==> config.mk <==
export PLATFORM = sky130hd
export DESIGN_NAME = dac_port_host
export DESIGN_NICKNAME = d
export VERILOG_FILES = /design/src/rtl/dac_port_pkg.sv /design/src/rtl/dac_port_host.sv /design/src/rtl/phase_timer.sv
export SDC_FILE = /design/constraint.sdc
export NUM_CORES = 1
export LEC_CHECK = 0
export BUFFER_PORTS_ARGS = -buffer_cell sky130_fd_sc_hd__buf_2
export CORE_MARGIN = 2
export CORE_UTILIZATION = 54
export CTS_CLUSTER_SIZE = 16
export DETAILED_ROUTE_END_ITERATION = 16
export GPL_ROUTABILITY_DRIVEN = 0
export PLACE_DENSITY = 0.83
export SKIP_CTS_REPAIR_TIMING = 1
export SYNTH_ARGS = -nofsm -noshare
export SYNTH_HDL_FRONTEND = slang
export SYNTH_HIERARCHICAL = 1
export SYNTH_SLANG_ARGS = --single-unit
==> constraint.sdc <==
create_clock -name ref_clk_in -period 7 [get_ports ref_clk_in]
set_input_delay 0.7 -clock ref_clk_in [delete_from_list [all_inputs] [get_ports ref_clk_in]]
set_output_delay 0.7 -clock ref_clk_in [all_outputs]
set_load 0.02 [all_outputs]
==> src/rtl/dac_port_pkg.sv <==
// Constants shared by the parallel DAC port host controller
`default_nettype none
package dac_port_pkg;
  localparam int DATA_WIDTH_DEFAULT = 12;
  // Strobe phase times in ns, and their cycle counts at the 250 MHz clock
  localparam int CLK_PERIOD_NS      = 4;
  localparam int SETUP_TIME_NS      = 8;
  localparam int STROBE_LOW_NS      = 20;
  localparam int STROBE_HIGH_NS     = 12;
  localparam int SETUP_CYCLES       = (SETUP_TIME_NS + CLK_PERIOD_NS - 1) / CLK_PERIOD_NS;
  localparam int STROBE_LOW_CYCLES  = (STROBE_LOW_NS + CLK_PERIOD_NS - 1) / CLK_PERIOD_NS;
  localparam int STROBE_HIGH_CYCLES = (STROBE_HIGH_NS + CLK_PERIOD_NS - 1) / CLK_PERIOD_NS;
  localparam int COUNT_WIDTH        = 8;
  localparam logic SELECT_IDLE_N    = 1'b1;
  localparam logic DIR_WRITE        = 1'b0;
  localparam logic DIR_READ         = 1'b1;
  typedef enum logic [2:0] {
    ST_IDLE,
    ST_SETUP,
    ST_STROBE,
    ST_RELEASE,
    ST_GAP
  } port_state_t;
endpackage : dac_port_pkg
`default_nettype wire

==> src/rtl/dac_port_host.sv <==
// Host controller driving a parallel multiplying DAC through its select, direction and data pins
`timescale 1ns/1ns
`default_nettype none
// Operation
// - Data bus width equals DAC resolution, 8, 10 or 12 bits.
// - Write: select and direction both low while data lines hold the word.
// - Every word needs one full falling then rising select edge pair.
// - Read: direction high, select low; device drives DAC register onto bus.
module dac_port_host #(
  parameter int DATA_WIDTH = dac_port_pkg::DATA_WIDTH_DEFAULT
) (
  input  wire logic                  ref_clk_in,
  input  wire logic                  reset_in,
  input  wire logic                  write_req_in,
  input  wire logic                  read_req_in,
  input  wire logic [DATA_WIDTH-1:0] write_data_in,
  output logic                       req_ready_out,
  output logic                       write_done_out,
  output logic                       read_valid_out,
  output logic [DATA_WIDTH-1:0]      read_data_out,
  output logic [DATA_WIDTH-1:0]      shadow_code_out,
  output logic                       select_n_out,
  output logic                       dir_out,
  output logic [DATA_WIDTH-1:0]      db_out,
  output logic                       db_oe_out,
  input  wire logic [DATA_WIDTH-1:0] db_in
);
  localparam int CW = dac_port_pkg::COUNT_WIDTH;

  function automatic logic [CW-1:0] cycles(input int n);
    cycles = (n < 1) ? CW'(1) : CW'(n);
  endfunction : cycles

  dac_port_pkg::port_state_t state_reg, state_next;
  logic                  select_n_reg;
  logic                  dir_reg;
  logic [DATA_WIDTH-1:0] db_reg;
  logic                  db_oe_reg;
  logic                  ready_reg;
  logic                  write_done_reg;
  logic                  read_valid_reg;
  logic [DATA_WIDTH-1:0] read_data_reg;
  logic [DATA_WIDTH-1:0] shadow_reg;
  logic                  timer_load;
  logic [CW-1:0]         timer_count;
  logic                  timer_done;

  wire start_write = ready_reg && write_req_in;
  wire start_read  = ready_reg && read_req_in && !write_req_in;
  wire start_any   = start_write || start_read;
  wire in_setup    = (state_reg == dac_port_pkg::ST_SETUP);
  wire in_strobe   = (state_reg == dac_port_pkg::ST_STROBE);
  wire in_release  = (state_reg == dac_port_pkg::ST_RELEASE);
  wire in_gap      = (state_reg == dac_port_pkg::ST_GAP);
  wire setup_end   = in_setup && timer_done;
  wire strobe_end  = in_strobe && timer_done;
  wire gap_end     = in_gap && timer_done;
  wire is_read     = (dir_reg == dac_port_pkg::DIR_READ);

  always_comb begin
    state_next  = state_reg;
    timer_load  = 1'b0;
    timer_count = cycles(dac_port_pkg::SETUP_CYCLES);
    case (state_reg)
      dac_port_pkg::ST_IDLE: begin
        if (start_any) begin
          state_next = dac_port_pkg::ST_SETUP;
          timer_load = 1'b1;
        end
      end
      dac_port_pkg::ST_SETUP: begin
        if (timer_done) begin
          state_next  = dac_port_pkg::ST_STROBE;
          timer_load  = 1'b1;
          timer_count = cycles(dac_port_pkg::STROBE_LOW_CYCLES);
        end
      end
      dac_port_pkg::ST_STROBE: begin
        if (timer_done) begin
          state_next = dac_port_pkg::ST_RELEASE;
        end
      end
      dac_port_pkg::ST_RELEASE: begin
        state_next  = dac_port_pkg::ST_GAP;
        timer_load  = 1'b1;
        timer_count = cycles(dac_port_pkg::STROBE_HIGH_CYCLES);
      end
      dac_port_pkg::ST_GAP: begin
        if (timer_done) begin
          state_next = dac_port_pkg::ST_IDLE;
        end
      end
      default: begin
        state_next = dac_port_pkg::ST_IDLE;
      end
    endcase
  end

  phase_timer #(
    .WIDTH (CW)
  ) u_timer (
    .ref_clk_in (ref_clk_in),
    .reset_in   (reset_in),
    .load_in    (timer_load),
    .count_in   (timer_count),
    .done_out   (timer_done)
  );

  always_ff @(posedge ref_clk_in) begin
    if (reset_in) begin
      state_reg <= dac_port_pkg::ST_IDLE;
    end else begin
      state_reg <= state_next;
    end
  end

  // Next values are plain wires so that every register block below is a bare load
  logic                  select_n_next;
  logic                  dir_next;
  logic [DATA_WIDTH-1:0] db_next;
  logic                  db_oe_next;
  logic                  ready_next;
  logic                  write_done_next;
  logic                  read_valid_next;
  logic [DATA_WIDTH-1:0] read_data_next;
  logic [DATA_WIDTH-1:0] shadow_next;

  // Direction and data settle in setup, before select falls
  assign dir_next        = start_write ? dac_port_pkg::DIR_WRITE :
                           (start_read || gap_end) ? dac_port_pkg::DIR_READ :
                           dir_reg;
  assign db_next         = start_write ? write_data_in : db_reg;
  // Bus released and direction parked high after the gap so a glitch cannot write
  assign db_oe_next      = start_write ? 1'b1 : (start_read || gap_end) ? 1'b0 : db_oe_reg;
  // One falling and one rising select edge per word; data held across the rise
  assign select_n_next   = setup_end ? 1'b0 :
                           strobe_end ? dac_port_pkg::SELECT_IDLE_N :
                           select_n_reg;
  assign ready_next      = start_any ? 1'b0 : gap_end ? 1'b1 : ready_reg;
  // Sample at the end of the low phase, while the device still drives
  assign read_valid_next = strobe_end && is_read;
  assign read_data_next  = read_valid_next ? db_in : read_data_reg;
  assign write_done_next = in_release && !is_read;
  assign shadow_next     = write_done_next ? db_reg : shadow_reg;

  always_ff @(posedge ref_clk_in) begin
    if (reset_in) begin
      dir_reg <= dac_port_pkg::DIR_READ;
    end else begin
      dir_reg <= dir_next;
    end
  end

  always_ff @(posedge ref_clk_in) begin
    if (reset_in) begin
      db_reg <= '0;
    end else begin
      db_reg <= db_next;
    end
  end

  always_ff @(posedge ref_clk_in) begin
    if (reset_in) begin
      db_oe_reg <= 1'b0;
    end else begin
      db_oe_reg <= db_oe_next;
    end
  end

  always_ff @(posedge ref_clk_in) begin
    if (reset_in) begin
      select_n_reg <= dac_port_pkg::SELECT_IDLE_N;
    end else begin
      select_n_reg <= select_n_next;
    end
  end

  always_ff @(posedge ref_clk_in) begin
    if (reset_in) begin
      ready_reg <= 1'b1;
    end else begin
      ready_reg <= ready_next;
    end
  end

  always_ff @(posedge ref_clk_in) begin
    if (reset_in) begin
      write_done_reg <= 1'b0;
    end else begin
      write_done_reg <= write_done_next;
    end
  end

  always_ff @(posedge ref_clk_in) begin
    if (reset_in) begin
      read_valid_reg <= 1'b0;
    end else begin
      read_valid_reg <= read_valid_next;
    end
  end

  always_ff @(posedge ref_clk_in) begin
    if (reset_in) begin
      read_data_reg <= '0;
    end else begin
      read_data_reg <= read_data_next;
    end
  end

  // Zero after reset stands in for the device's own power-up clear
  always_ff @(posedge ref_clk_in) begin
    if (reset_in) begin
      shadow_reg <= '0;
    end else begin
      shadow_reg <= shadow_next;
    end
  end

  assign req_ready_out   = ready_reg;
  assign write_done_out  = write_done_reg;
  assign read_valid_out  = read_valid_reg;
  assign read_data_out   = read_data_reg;
  assign shadow_code_out = shadow_reg;
  assign select_n_out    = select_n_reg;
  assign dir_out         = dir_reg;
  assign db_out          = db_reg;
  assign db_oe_out       = db_oe_reg;
endmodule : dac_port_host
`default_nettype wire

==> src/rtl/phase_timer.sv <==
// Down counter that times the setup, select-low and gap phases of a strobe cycle; release is one fixed cycle
`timescale 1ns/1ns
`default_nettype none
module phase_timer #(
  parameter int WIDTH = 8
) (
  input  wire logic             ref_clk_in,
  input  wire logic             reset_in,
  input  wire logic             load_in,
  input  wire logic [WIDTH-1:0] count_in,
  output logic                  done_out
);
  logic [WIDTH-1:0] count_reg;
  always_ff @(posedge ref_clk_in) begin
    if (reset_in) begin
      count_reg <= '0;
    end else if (load_in) begin
      count_reg <= count_in;
    end else if (count_reg != '0) begin
      count_reg <= count_reg - 1'b1;
    end
  end
  // Done on the last counted cycle so the caller moves on without a spare cycle;
  // done must not look at load_in, since the caller loads on done and would loop
  assign done_out = (count_reg <= {{(WIDTH-1){1'b0}}, 1'b1});
endmodule : phase_timer
`default_nettype wire

## Yosys cells after proc, flatten, opt, wreduce, memory -nomap -nowiden

Cells that the tools add are included.

- $add $sub $neg: 1
- Order comparisons: 1
- Equality and inequality tests: 8
- Mux-type cells: 20
- Reduce and logical (&&, ||, !) cells: 19

Operators with widths:

| cell | number |
|---|---|
| two-way mux 8 bit | 2 |
| two-way mux 3 bit | 5 |
| case mux 3 bit (5 select lines) | 1 |
| two-way mux 1 bit | 10 |
| <= comparator 8 x 1 -> 1 bit (second input constant) | 1 |
| logical AND 1 bit | 8 |
| != test 2 bit (second input constant) | 4 |
| nonzero test 2 bit | 4 |
| nonzero test 8 bit | 1 |
| subtractor 8 x 1 -> 8 bit (second input constant) | 1 |
| equality test 3 x 2 -> 1 bit (second input constant) | 2 |
| case mux 3 bit (2 select lines) | 1 |
| AND reduction 4 bit | 1 |
| equality test 3 x 1 -> 1 bit (second input constant) | 1 |
| equality test 3 bit (second input constant) | 1 |
| zero test 3 bit | 1 |
| case mux 1 bit (3 select lines) | 1 |
| zero test 1 bit | 2 |
| logical OR 1 bit | 2 |

- Register bits after elaboration: 53
- Input port bits: 28
- Output and inout bits: 42

## Logic depth before layout (Yosys ltp)

- Word-level depth: 6
- Gate-level depth with buffers: 11
- Gate-level depth less buffers: 10

## Modules after synthesis

The synthesis kept the hierarchy.

By module, submodules not included:

| module | times used | cells an instance | area each (um2) | seq. area each (um2) |
|---|---|---|---|---|
| dac_port_host | 1 | 207 | 1749.2 | 900.9 |
| phase_timer | 1 | 58 | 478.0 | 160.2 |

## Least setup slack after synthesis

No wires, ideal clock.

- Kind: reg-to-reg
- Start point: register u_timer.count_reg[4]
- End point: register u_timer.count_reg[7]
- Library setup time: 0.086 ns
- Arrival: 2.271 ns
- Required time: 6.914 ns
- Slack: 4.644 ns
- Stages on the path, launching flop included: 10
- Path through: dfxtp_1 nor4_1 o211a_1 nor2_1 a2bb2oi_1 nor2_1 clkbuf_1 inv_1 a41o_1 a211oi_1

- Word-level cells in the longest chain between the ends: 4
- Elaborated cells on any way between the ends: 8
- Those cells by class: 1 x add/sub; 1 x order compare; 4 x mux; 2 x reduce/logical

RTL lines:

| item | line | RTL |
|---|---|---|
| from (decl) | phase_timer.sv:13 | `logic [WIDTH-1:0] count_reg;` |
| from (signal assigned) | phase_timer.sv:18 | `count_reg <= count_in;` |
| from (signal assigned) | phase_timer.sv:20 | `count_reg <= count_reg - 1'b1;` |
| <= comparator 8 x 1 -> 1 bit (*) | phase_timer.sv:25 | `assign done_out = (count_reg <= {{(WIDTH-1){1'b0}}, 1'b1});` |
| via timer_done | dac_port_host.sv:46 | `logic timer_done;` |
| two-way mux 1 bit (*) | dac_port_host.sv:72 | `if (timer_done) begin` |
| case mux 1 bit (3 select lines) (*) | dac_port_host.sv:64 | `case (state_reg)` |
| via timer_load | dac_port_host.sv:44 | `logic timer_load;` |
| two-way mux 8 bit or nonzero test 2 bit (tied branches) | n/a |  |

The timed path passes the listed nets; every way through them passes the cells marked *. The select of a mux whose other input is x is not followed.
A chain may end at the register's enable or synchronous reset.

## Worst setup path after layout

Ends and elaborated chain as after synthesis.

==> impl_results.rst <==
.. list-table::
   :header-rows: 1

   * - Metric
     - Value
   * - Status
     - complete, no violations
   * - Number of fill cells
     - about 360
   * - Critical path data arrival time
     - ~3100 ps
   * - Maximum number of pins on one net before global-route repair
     - 39
   * - Proportion of layout cells with a drive suffix above 1
     - approximately a quarter
   * - Vias in the first global route
     - between 1,500 and 2,000
   * - Number of top-level design ports
     - 70
   * - Number of hold-slack violations in the final timing report
     - 0
   * - Max Freq
     - around 350 MHz
   * - Most common flop cell mapped by yosys
     - sky130_fd_sc_hd__dfxtp_1
   * - Global route overflow
     - 0
   * - Root Buffer Master
     - sky130_fd_sc_hd__clkbuf_8
   * - Post-synthesis share of cell area spent on xor and xnor gates
     - 0.787%
   * - DIE AREA
     - ~4700 sq um
   * - Mux share of post-synthesis cell area
     - under 10%
   * - Most common cell after layout, fill and taps aside
     - sky130_fd_sc_hd__nand2_1
   * - Simple-gate portion of the synthesized area
     - 26.1%
   * - Count of cell types in the netlist
     - 44
   * - Post-Synth Adder-Cell Area
     - under 10%
   * - WS Path Type
     - flop to flop
   * - Maximum single-stage delay on the critical path
     - approximately 600 ps
   * - Finish-stage setup viols
     - 0
   * - Number of enable flip-flop cells after synthesis
     - 0
   * - CP Launch Type
     - flop
   * - Skew final
     - 4.09 ps
   * - Register bit count reported by yosys
     - 53
   * - Main combinational cell family by area after synthesis
     - simple AND/OR/NAND/NOR gates
   * - Instance area at placement
     - between 2000 and 3000 sq um
   * - Maximum Capacitance Violations
     - 0
   * - CTS Buffer Depth
     - 2
   * - Avg Inst Size Synth
     - roughly 8.4 sq um
   * - Synthesized area
     - 2230 sq um
   * - Number of rows in the core area
     - 23
   * - Pwr/cell area
     - about 320 nW/um^2
   * - Number of sinks on the clock net
     - 53
   * - Required time worst endpoint
     - slightly above 7000 ps
   * - Nets
     - roughly 360
   * - Clock tree from TritonCTS
     - built
   * - Number of warnings printed during yosys synthesis
     - 6
   * - Worst ir drop on vdd
     - about 0.00019 V
   * - Total of buffers placed on input and output ports
     - 69
   * - Clock Latency Late Sink
     - 300 ps
   * - Final core utilization
     - 68.2%
   * - Hold slack
     - around 460 ps
   * - Violation count after the first detailed-routing iteration
     - around 130
   * - Tmin final
     - 2900 ps
   * - Tightest Pin Transition
     - approximately 800 ps
   * - Synth async-reset ratio
     - 0%
   * - DRC violation count after routing
     - 0
   * - Count of pins over their slew limit
     - 0
   * - Register cell area after layout
     - 1060 sq um
   * - Largest fanout on the critical path
     - 10
   * - Routed WL
     - 4640 um
   * - Worst-path cell chain
     - nor4_1 -> o211a_1 -> nor2_1 -> a2bb2oi_1 -> nor2_1 -> inv_1 -> a41o_1 -> a211oi_1
   * - CP endpoint kind
     - flop
   * - Relative area change from synthesis to final layout
     - 21.6%
   * - Post-synthesis compound-gate area fraction
     - 13.1%
   * - Routed wire length per instance
     - between 10 and 15 um
   * - Antenna-violating nets left
     - 0
   * - Area of the multi-input gates
     - around 1100 sq um
   * - Routed vias
     - roughly 2,000
   * - Final cycle utilization of the critical path
     - about 41%
   * - Number of buffers inserted during clock tree synthesis
     - 5
   * - Reg clk slew, reported paths
     - about 90 ps
   * - Static leakage
     - 1.22 nW
   * - Power consumption
     - around 860 uW
   * - H-tree level count
     - 2
   * - Most Frequent Cell on Critical Path
     - sky130_fd_sc_hd__nor2_1
   * - DPL Wire Length
     - ~3200 um
   * - Commonest cells after routing, fill and taps aside
     - 80 x sky130_fd_sc_hd__nand2_1, 69 x sky130_fd_sc_hd__buf_2, 53 x sky130_fd_sc_hd__dfxtp_1
   * - Antenna violations before repair
     - 0
   * - Final instance area
     - approximately 2700 sq um
   * - Unrepaired setup endpoints after global routing
     - no
   * - Setup tns final
     - 0 ps
   * - Core Region
     - 3970 sq um
   * - Synthesized instance count
     - between 200 and 300
   * - All-Layer GR Usage
     - 21.5%
   * - Worst relative slew slack
     - roughly 47%
   * - Horizontal die dimension
     - about 70 um
   * - Antenna cell count
     - 0
   * - Die boundary height
     - 68.2 um
   * - Initial core utilization
     - a little under three fifths
   * - Portion of the post-synthesis area used by sequential elements
     - 47.6%
   * - Wire length of the first global-routing pass
     - 7530 um
   * - Via count normalized by instance count
     - roughly 5.2
   * - First-pass detailed-route iteration total
     - 4
   * - Highest-delay cell along the critical path
     - sky130_fd_sc_hd__nor4_1
   * - Worst Hold Class
     - flop to flop
-- worst max-delay path, delay by kind of cell (launching register included) --
family                 cells  cell delay [ps]
DFF                        1              380
AOI/OAI and AO/OA          4             1010
buffers and inverters      1              260
and+or+nand+nor            3             1170
-- per-stage QoR --
step	cells	setup slack, ps
final	382	4100
after global routing	382	3820
after CTS	382	4130
after detailed placement	374	4130
after global placement	374	4220
after floorplan	269	4640
-- metal layers --
layer  track usage, %  share of wire, %  up-vias
met5                0                 0        -
met4             7.50               1.1        0
met3             6.91               5.0        5
met2             35.8                49       43
met1             26.2                45      901
li1                 -                 -     1020
-- cells by family after synthesis --
logic type | count (synthesis)
simple gates | 121
flops | 53
compound gates | 50
buf+inv | 22
mux | 14
fa+ha+maj | 2
xor+xnor | 2
other cells | 1
-- power breakdown --
part | switching [mW] | leakage [nW] | total [mW] | internal (mW)
clock network | 0.0968 | 0.0681 | 0.239 | 0.142
registers | 0.0429 | 0.432 | 0.376 | 0.333
logic | 0.137 | 0.717 | 0.241 | 0.105
-- synth_stat cells, drive strengths merged, types with 2 or more instances --
cell type   n  share of area (%)
buf         7                2.2
inv         8                1.3
nand2b      3               0.84
and2        2               0.56
a21oi      30                6.7
clkbuf      7                1.2
or4         2                1.0
nand3       3               0.67
nand3b      2                1.2
nor3        8                1.8
nor2       11                1.9
dfxtp      53                 48
and4bb      2                1.1
o21ai       7                1.6
mux2i      14                6.3
a211oi      2               0.67
or3b        2               0.79
nor2b       2               0.56
nand2      80                 13
ha          2                1.1
nor4        2               0.84
-- final timing paths --
check        slack [ps]                    to            startpoint  cells past startpoint
max                4100  u_timer/count_reg[7]  u_timer/count_reg[4]                      8
max reg2reg        4100  u_timer/count_reg[7]  u_timer/count_reg[4]                      8
min reg2reg         460    shadow_code_out[6]    shadow_code_out[6]                      2
min                 460    shadow_code_out[6]    shadow_code_out[6]                      2
-- area by class of cell --
class	count	area share (%)
Tap cell	50	2.31
Sequential cell	53	39.2
Clock buffer	5	2.54
Multi-Input combinational cell	194	39.7
Timing Repair Buffer	69	12.7
Inverter	8	1.11
Clock inverter	3	2.40
No activity file was read; power rests on OpenSTA's default activity.
